[src/rtl/asct_pkg.sv]
// Package for the asynchronous SRAM host controller: timing, pin and request types
package asct_pkg;

  localparam int unsigned CLK_PERIOD_NS = 20;
  localparam int unsigned ADDR_W        = 20;
  localparam int unsigned DATA_W        = 16;

  // Figures in ns as specified for the memory
  localparam int unsigned T_CYCLE_NS    = 45;   // Read and write cycle time
  localparam int unsigned T_WR_PULSE_NS = 35;   // Select, lane and strobe active to write end
  localparam int unsigned T_DSETUP_NS   = 25;   // Data setup to write end
  localparam int unsigned T_HZWE_NS     = 18;   // Strobe low to memory bus release
  localparam int unsigned T_ACCESS_NS   = 45;   // Address or select to read data valid
  localparam int unsigned T_HZ_NS       = 18;   // Enable high to memory bus release

  // Least times round up to whole cycles
  localparam int unsigned CYC_CYCLE    = (T_CYCLE_NS + CLK_PERIOD_NS - 1) / CLK_PERIOD_NS;
  localparam int unsigned CYC_WR_PULSE_BASE =
    (T_WR_PULSE_NS + CLK_PERIOD_NS - 1) / CLK_PERIOD_NS;
  localparam int unsigned CYC_WR_OE_LOW =
    (T_DSETUP_NS + T_HZWE_NS + CLK_PERIOD_NS - 1) / CLK_PERIOD_NS;
  localparam int unsigned CYC_WR_PULSE =
    (CYC_WR_OE_LOW > CYC_WR_PULSE_BASE) ? CYC_WR_OE_LOW : CYC_WR_PULSE_BASE;
  localparam int unsigned CYC_DSETUP   = (T_DSETUP_NS + CLK_PERIOD_NS - 1) / CLK_PERIOD_NS;
  localparam int unsigned CYC_ACCESS   = (T_ACCESS_NS + CLK_PERIOD_NS - 1) / CLK_PERIOD_NS;
  localparam int unsigned CYC_TURN     = (T_HZ_NS + CLK_PERIOD_NS - 1) / CLK_PERIOD_NS;

  localparam int unsigned CNT_W = 4;

  // Idle levels of the control pins
  localparam logic SEL_LOW_IDLE  = 1'b1;
  localparam logic SEL_HIGH_IDLE = 1'b0;

  // Pins driven toward the memory
  typedef struct packed {
    logic [ADDR_W-1:0] addr;
    logic              select_low_active;
    logic              select_high_active;
    logic              write_strobe_n;
    logic              output_drive_n;
    logic              upper_lane_enable_n;
    logic              lower_lane_enable_n;
    logic [DATA_W-1:0] data_out;
    logic              data_oe;
  } asct_pins_t;

  // Request from the user side
  typedef struct packed {
    logic              write;
    logic [ADDR_W-1:0] addr;
    logic [DATA_W-1:0] wdata;
    logic [1:0]        lanes;   // Bit 1 upper, bit 0 lower; active high
  } asct_req_t;

endpackage : asct_pkg

[src/rtl/asct_cycle_timer.sv]
// Down counter that times each phase of a memory cycle except the one-cycle write setup
`timescale 1ns/10ps
module asct_cycle_timer
  import asct_pkg::*;
#(
  parameter int unsigned WIDTH = CNT_W
) (
  input  wire logic             clock_i,
  input  wire logic             rst_b_i,
  input  wire logic             load_i,
  input  wire logic [WIDTH-1:0] value_i,
  output logic                  done_o
);

  logic [WIDTH-1:0] count_q;

  // Load wins over counting so a new phase always starts fresh
  always_ff @(posedge clock_i or negedge rst_b_i) begin
    if (!rst_b_i) begin
      count_q <= '0;
    end else if (load_i) begin
      count_q <= value_i;
    end else if (count_q != '0) begin
      count_q <= count_q - WIDTH'(1);
    end
  end

  assign done_o = (count_q == '0);

endmodule : asct_cycle_timer

[src/rtl/asct_sram_host.sv]
// Host controller that runs read and write cycles on an asynchronous 16-bit SRAM
// Function
// Memory writes only while strobe, low select, a lane low and high select high.
// Memory ends write when any participating signal goes inactive.
// Setup and hold are measured against the edge that ends the write.
// Address stable when write starts and at least 35 ns before its end.
// Address may change right after the write ends.
// Selects, lanes and strobe active at least 35 ns before write end.
// Write data valid at least 25 ns before write end, zero hold.
// Strobe pulse with output drive enabled lasts data setup plus bus release.
// Memory releases bus within 18 ns of strobe low, drives 10 ns after rise.
// Memory keeps bus high impedance during a write with output drive high.
// Controller never drives the bus while the memory still drives it.
// Both selects dropping together with strobe high leaves bus released.
// Strobe stays high through every read cycle.
// Read data valid within 45 ns of address or select.
// Previous data held at least 10 ns after an address change.
// Read data within 22 ns of output enable low, drive after 5 ns.
// Lane data within 45 ns of lane enable low, drive after 10 ns.
// Memory releases bus within 18 ns of any enable going inactive.
// Memory release time is always shorter than its drive-start time.
// For output-enable reads, address valid no later than selects and lanes.
// Deselect by dropping a chip select or raising both lane enables.
// Each read or write cycle lasts at least 45 ns to the next start.
`timescale 1ns/10ps
module asct_sram_host
  import asct_pkg::*;
(
  input  wire logic              clock_i,
  input  wire logic              rst_b_i,
  input  wire logic              req_valid_i,
  input  wire asct_req_t         req_i,
  output logic                   req_ready_o,
  output logic                   rdata_valid_o,
  output logic [DATA_W-1:0]      rdata_o,
  output asct_pins_t             pins_o,
  input  wire logic [DATA_W-1:0] data_in_i
);

  // Phases of one memory cycle; every cycle ends in ASCT_TURN
  typedef enum logic [2:0] {
    ASCT_IDLE,
    ASCT_WR_SETUP,
    ASCT_WR_PULSE,
    ASCT_RD_ACCESS,
    ASCT_TURN
  } asct_state_t;

  // Whole controller state, registered as one word
  typedef struct packed {
    asct_state_t       state;
    asct_pins_t        pins;
    logic              ready;
    logic              rvalid;
    logic [DATA_W-1:0] rdata;
  } asct_regs_t;

  asct_regs_t       r_q;
  asct_regs_t       r_d;
  logic             tmr_load;
  logic [CNT_W-1:0] tmr_value;
  logic             tmr_done;
  logic             take;
  logic [1:0]       lane_req_n;

  // A request is taken only on an edge where the controller shows ready
  assign take = req_valid_i && r_q.ready;

  // Requested byte lanes as active-low pin levels, one per lane
  for (genvar g = 0; g < 2; g++) begin : g_lane
    // A lane left out of the request stays disabled, so its byte is untouched
    assign lane_req_n[g] = ~req_i.lanes[g];
  end : g_lane

  // One timer serves every phase but ASCT_WR_SETUP, which always lasts one cycle; phases never overlap
  // Its done flag is acted on one edge after zero, so a phase lasts its load plus one
  asct_cycle_timer #(
    .WIDTH (CNT_W)
  ) u_timer (
    .clock_i (clock_i),
    .rst_b_i (rst_b_i),
    .load_i  (tmr_load),
    .value_i (tmr_value),
    .done_o  (tmr_done)
  );

  // Pins at rest: deselected, strobe and output drive high, bus released
  // Both selects drop in one edge with the strobe high, so the bus stays released
  function automatic asct_pins_t idle_pins(input asct_pins_t p);
    asct_pins_t o;
    o                     = p;
    o.select_low_active   = SEL_LOW_IDLE;
    o.select_high_active  = SEL_HIGH_IDLE;
    o.write_strobe_n      = 1'b1;
    o.output_drive_n      = 1'b1;
    o.upper_lane_enable_n = 1'b1;
    o.lower_lane_enable_n = 1'b1;
    o.data_oe             = 1'b0;
    return o;
  endfunction : idle_pins

  // Pins that open a cycle: address, lanes and both selects in one edge, so the
  // address is never later than the selects; strobe stays high until the
  // write's own phase, and output drive falls only for a read
  function automatic asct_pins_t start_pins(input asct_pins_t p,
                                            input asct_req_t  rq,
                                            input logic [1:0] lane_n);
    asct_pins_t o;
    o                     = p;
    o.addr                = rq.addr;          // see R4
    o.upper_lane_enable_n = lane_n[1];
    o.lower_lane_enable_n = lane_n[0];
    o.select_low_active   = 1'b0;
    o.select_high_active  = 1'b1;
    o.write_strobe_n      = 1'b1;
    o.output_drive_n      = rq.write;         // see R10
    o.data_out            = rq.write ? rq.wdata : p.data_out;
    o.data_oe             = 1'b0;
    return o;
  endfunction : start_pins

  // Next-state logic for the whole controller.
  // Write: selects first, strobe low for the full pulse with data driven, strobe up.
  // Read: selects and output drive together, data taken when the access count ends.
  // Both end in ASCT_TURN; a read rests its pins a cycle before ready, a write rests them on the edge that raises ready.
  always_comb begin
    r_d       = r_q;
    tmr_load  = 1'b0;
    tmr_value = '0;
    r_d.rvalid = 1'b0;
    case (r_q.state)
      ASCT_IDLE: begin
        if (take) begin
          r_d.ready = 1'b0;
          // All opening pins change on the same edge
          r_d.pins  = start_pins(r_q.pins, req_i, lane_req_n);
          if (req_i.write) begin
            // Output drive stays high, so the memory never drives during a write
            r_d.state = ASCT_WR_SETUP;
          end else begin
            // Access count starts with the selects, the latest of the read's edges
            tmr_load  = 1'b1;
            tmr_value = CNT_W'(CYC_ACCESS);  // see R14 see R16
            r_d.state = ASCT_RD_ACCESS;
          end
        end
      end
      ASCT_WR_SETUP: begin
        // Address settled one cycle before the strobe falls
        // Output drive is high, so driving data now cannot contend
        r_d.pins.write_strobe_n = 1'b0;
        r_d.pins.data_oe        = 1'b1;
        tmr_load  = 1'b1;
        tmr_value = CNT_W'(CYC_WR_PULSE - 1); // see R6 see R8
        r_d.state = ASCT_WR_PULSE;
      end
      ASCT_WR_PULSE: begin
        if (tmr_done) begin
          // Strobe alone ends the write; data and address held to that same edge
          r_d.pins.write_strobe_n = 1'b1;     // see R2 see R3 see R7
          r_d.state = ASCT_TURN;
          tmr_load  = 1'b1;
          tmr_value = CNT_W'(0);
        end
      end
      ASCT_RD_ACCESS: begin
        if (tmr_done) begin
          // Full access count runs, one cycle of margin over the access time
          r_d.rdata  = data_in_i;
          r_d.rvalid = 1'b1;
          r_d.pins   = idle_pins(r_q.pins);
          tmr_load   = 1'b1;
          // Memory release takes up to one more cycle before the next access
          tmr_value  = CNT_W'(CYC_TURN - 1);  // see R18
          r_d.state  = ASCT_TURN;
        end
      end
      ASCT_TURN: begin
        // Pins at rest; ready returns as the count runs out
        r_d.pins = idle_pins(r_q.pins);
        if (tmr_done) begin
          r_d.ready = 1'b1;
          r_d.state = ASCT_IDLE;
        end
      end
      default: begin
        // Unknown state falls back to rest
        r_d.pins  = idle_pins(r_q.pins);
        r_d.ready = 1'b1;
        r_d.state = ASCT_IDLE;
      end
    endcase
  end

  // State register; pins idle and bus released under reset
  // Reset values are spelled out field by field as constants
  always_ff @(posedge clock_i or negedge rst_b_i) begin
    if (!rst_b_i) begin
      r_q.state                    <= ASCT_IDLE;
      r_q.pins.addr                <= '0;
      r_q.pins.select_low_active   <= SEL_LOW_IDLE;
      r_q.pins.select_high_active  <= SEL_HIGH_IDLE;
      r_q.pins.write_strobe_n      <= 1'b1;
      r_q.pins.output_drive_n      <= 1'b1;
      r_q.pins.upper_lane_enable_n <= 1'b1;
      r_q.pins.lower_lane_enable_n <= 1'b1;
      r_q.pins.data_out            <= '0;
      r_q.pins.data_oe             <= 1'b0;
      r_q.ready                    <= 1'b1;
      r_q.rvalid                   <= 1'b0;
      r_q.rdata                    <= '0;
    end else begin
      r_q <= r_d;
    end
  end

  // Outputs come straight from the state register
  assign pins_o        = r_q.pins;
  assign req_ready_o   = r_q.ready;
  assign rdata_valid_o = r_q.rvalid;
  assign rdata_o       = r_q.rdata;

endmodule : asct_sram_host

[config.mk]
export PLATFORM = sky130hd
export DESIGN_NAME = asct_sram_host
export DESIGN_NICKNAME = d
export VERILOG_FILES = /design/src/rtl/asct_pkg.sv /design/src/rtl/asct_cycle_timer.sv /design/src/rtl/asct_sram_host.sv
export SDC_FILE = /design/constraint.sdc
export NUM_CORES = 1
export LEC_CHECK = 0
export ABC_AREA = 0
export BUFFER_PORTS_ARGS = -buffer_cell sky130_fd_sc_hd__buf_2
export CORE_ASPECT_RATIO = 0.6
export CORE_MARGIN = 8
export CORE_UTILIZATION = 40
export CTS_CLUSTER_SIZE = 16
export DETAILED_ROUTE_END_ITERATION = 12
export PLACE_DENSITY = 0.82
export SLEW_MARGIN = 20
export SYNTH_ARGS = -nofsm -noshare
export SYNTH_HDL_FRONTEND = slang
export SYNTH_SLANG_ARGS = --single-unit
[constraint.sdc]
create_clock -name clock_i -period 1.8 [get_ports clock_i]
set_input_delay 0.18 -clock clock_i [delete_from_list [all_inputs] [get_ports clock_i]]
set_output_delay 0.18 -clock clock_i [all_outputs]
set_load 0.01 [all_outputs]
==> results.json <==
{
  "first_pass_iters": 4,
  "grt_max_degree": 69,
  "swShare_pct": 33.3,
  "drc": 0,
  "syn_avg_cell_area_um2": 11.0,
  "pwr-share-seq_pct": 36.8,
  "grt.met2_usage_pct": 19.6,
  "most-common-layout-cells": "buf_2 (118), nand2_1 (65), dfrtp_1 (62), mux2_2 (31), buf_4 (13)",
  "cts_buffers": 9,
  "nets": 428,
  "drt_iter0_drc": 96,
  "power_mw": 7.20,
  "initial_utilization_pct": 40.7,
  "worstMarginPinSlew_ns": 0.472,
  "grt.overflow.total": 0,
  "setup_slack_ns": 0.0272,
  "cp-end-kind": "flop",
  "core_area_um2": 7790,
  "intPower_mw": 4.80,
  "dpl_worst_slack_ns": 0.0446,
  "io_pins": 119,
  "drive_gt1_share_pct": 52.7,
  "routed_wl_um": 6920,
  "worstSkewPairLatency_ns": 0.33,
  "rsz0062_at_grt": "true",
  "areaGrowthSynthToFinish_pct": 24.3,
  "gp_congestion": 0.822,
  "crit_fanout": 8,
  "clockBufferDepth": 2,
  "crit_path_max_incr_delay_ns": 0.40,
  "fin_worst_skew_ns": 0.00421,
  "fin_hold_ws_ns": 0.0404,
  "track_usage_pct": 12.7,
  "combPwrFrac_pct": 37.0,
  "pwr_density_cell_nw_per_um2": 1830,
  "setup_violations": 0,
  "path_clk_slew_ns": 0.06,
  "portBuffers": 118,
  "cp.arrival_ns": 1.98,
  "syn_nets": 347,
  "via_per_inst": 4.50,
  "maxSlewHeadroom_pct": 68.2,
  "cts_tree": "yes",
  "grt_pass1_wl_um": 11200,
  "rows": 25,
  "power.share.clock_pct": 26.2,
  "die_w_um": 131,
  "synthCells": 288,
  "grt_pass1_vias": 2333,
  "synth_warnings": 0,
  "finalCritPeriodShare_pct": 98.5,
  "start_kind": "flop",
  "avgRoutedWirePerCell_um": 14.4,
  "drv_cap": 0,
  "fill_cells": 669,
  "place_hpwl_um": 5200,
  "cp_cell_sequence": "inv_2 > ha_4 > nor3b_4 > nand3_2 > nor2_4 > clkbuf_16 > mux2_2",
  "dieArea_um2": 11100,
  "cts_root_buffer": "clkbuf_16",
  "path_buf_inv": 2,
  "seq_area_frac_synth_pct": 54.0,
  "vias": 2171,
  "status": "finished clean",
  "maxSlewViolCount": 0,
  "period_needed_ns": 1.77,
  "dieHeight_um": 84.9,
  "fmax_ghz": 0.564,
  "antenna_found_initial": 0,
  "synth.distinct_cells": 35,
  "p_leak_nw": 2.05,
  "hold_class": "in -> reg",
  "postLayoutCoreUtil_pct": 50.6,
  "synth.cell_area_um2": 3170,
  "synth_seq_cells": 68,
  "cp.required_ns": 2.01,
  "grt_use_met1_pct": 15.3,
  "hold_violations": 0,
  "met3_usage_pct": 6.01,
  "htreeDepth": 3,
  "vdd_drop_max_mv": 0.718,
  "cp_top_family": "simple AND/OR/NAND/NOR gates",
  "cts.sinks": 68,
  "n_antenna_cell": 0,
  "slowest_stage": "dfrtp_1",
  "path_class": "reg -> reg",
  "grt_busiest_layer": "met2",
  "p_sw_mw": 2.39,
  "final_common_cell": "buf_2",
  "drtAntennaViolNets": 0
}
[power by group through the flow]
stage	Clock (mW)	Combinational [mW]	Sequential, mW
after floorplan	0	2.34	2.60
after global placement	0	2.51	2.63
after detailed placement	0	2.59	2.66
after CTS	1.94	2.59	2.65
after global routing	2.00	2.96	2.75
final	1.88	2.66	2.65
[state kept, by name, indices dropped and copies added, names as in the netlist]
signal	flops
rdata_o	16
rdata_valid_o	1
r_q	3
req_ready_o	1
pins_o	43
u_timer.count_q	4
[path summary, 6_finish.rpt]
path / startpoint / endpoint / slack (ns) / cells past startpoint
worst max register to register: u_timer.count_q[0]$_DFFE_PN0P_ / rdata_o[11]$_DFFE_PN0P_ / 0.03 / 7
min in group asynchronous: rst_b_i / pins_o[2]$_DFFE_PN0P_ / 0.39 / 3
worst min-delay path: req_i[28] / pins_o[33]$_DFFE_PN0P_ / 0.04 / 3
max in group asynchronous: rst_b_i / pins_o[22]$_DFFE_PN1P_ / 1.06 / 3
worst min register to register: pins_o[23]$_DFFE_PN0P_ / pins_o[23]$_DFFE_PN0P_ / 0.47 / 2
worst max-delay path: u_timer.count_q[0]$_DFFE_PN0P_ / rdata_o[11]$_DFFE_PN0P_ / 0.03 / 7
[what timing repair did]
item / in CTS / in global routing
buffers inserted: 0 / 4
endpoints found under the hold margin: 64 / 0
setup endpoints to repair: 0 / 16
resized for setup: 0 / 4
hold buffers: 3 / 0
[Yosys cell counts]
cell type,n,area (um^2)
or3_1,1,6.26
nand3_1,4,20.0
nand3_2,1,10.0
dfstp_2,6,158
a211o_1,1,8.76
or2_1,1,6.26
a21o_1,1,7.51
clkbuf_1,1,3.75
and2_1,1,6.26
a21oi_1,3,15.0
o21ai_0,5,25.0
ha_1,1,12.5
a2bb2oi_1,3,26.3
mux2_1,1,11.3
mux2_2,31,349
buf_4,60,450
buf_6,3,33.8
o22a_1,1,8.76
a21boi_0,1,7.51
dfrtp_1,62,1550
or3_4,1,11.3
nand2b_1,2,12.5
nor3b_4,1,18.8
nor3_1,3,15.0
o2bb2ai_1,1,8.76
o22ai_1,1,6.26
nand3b_1,1,7.51
a31oi_1,2,12.5
o211ai_1,1,7.51
nor2_4,2,22.5
inv_1,4,15.0
nor2b_1,1,6.26
nor2_1,11,41.3
buf_2,4,20.0
nand2_1,65,244
[cell type report]
cell class,count,area [um^2],area share (%)
inverters,4,15.0,0.381
multi-input cells,148,951,24.1
flip-flops and latches,68,1710,43.4
well taps,108,135,3.43
repair buffers,138,803,20.4
clock inverters,7,98.8,2.51
clock buffers,9,225,5.72
[per-stage QoR]
| step | setup TNS, ns | area [um^2] | instances |
|---|---|---|---|
| final | 0 | 3940 | 482 |
| after global routing | -0.661 | 3940 | 482 |
| after CTS | 0 | 3870 | 477 |
| after detailed placement | 0 | 3510 | 458 |
| after global placement | 0 | 3510 | 458 |
| after floorplan | -0.684 | 3170 | 288 |
[tightest hold or removal path: stages]
cell     delay (ns)
buf_2          0.07
nand2_1        0.04
nand2_1        0.04
[kinds of logic (layout without fill, tap and decap cells)]
group / Yosys count / count (layout) / synth area share (%)
AOI/OAI and AO/OA: 20 / 20 / 4.23
adders and majority gates: 1 / 1 / 0.395
buffers and inverters: 72 / 158 / 16.5
DFF: 68 / 68 / 54.0
muxes: 32 / 32 / 11.4
and+or+nand+nor: 95 / 95 / 13.5
[metal layers]
| layer | up-vias | part of all wire [%] |
|---|---|---|
| met1 | 1021 | 43 |
| met2 | 92 | 43 |
| met5 | - | 0 |
| met4 | 0 | 1.6 |
| li1 | 1047 | - |
| met3 | 11 | 12 |
Power figures use the tool's default switching activity.
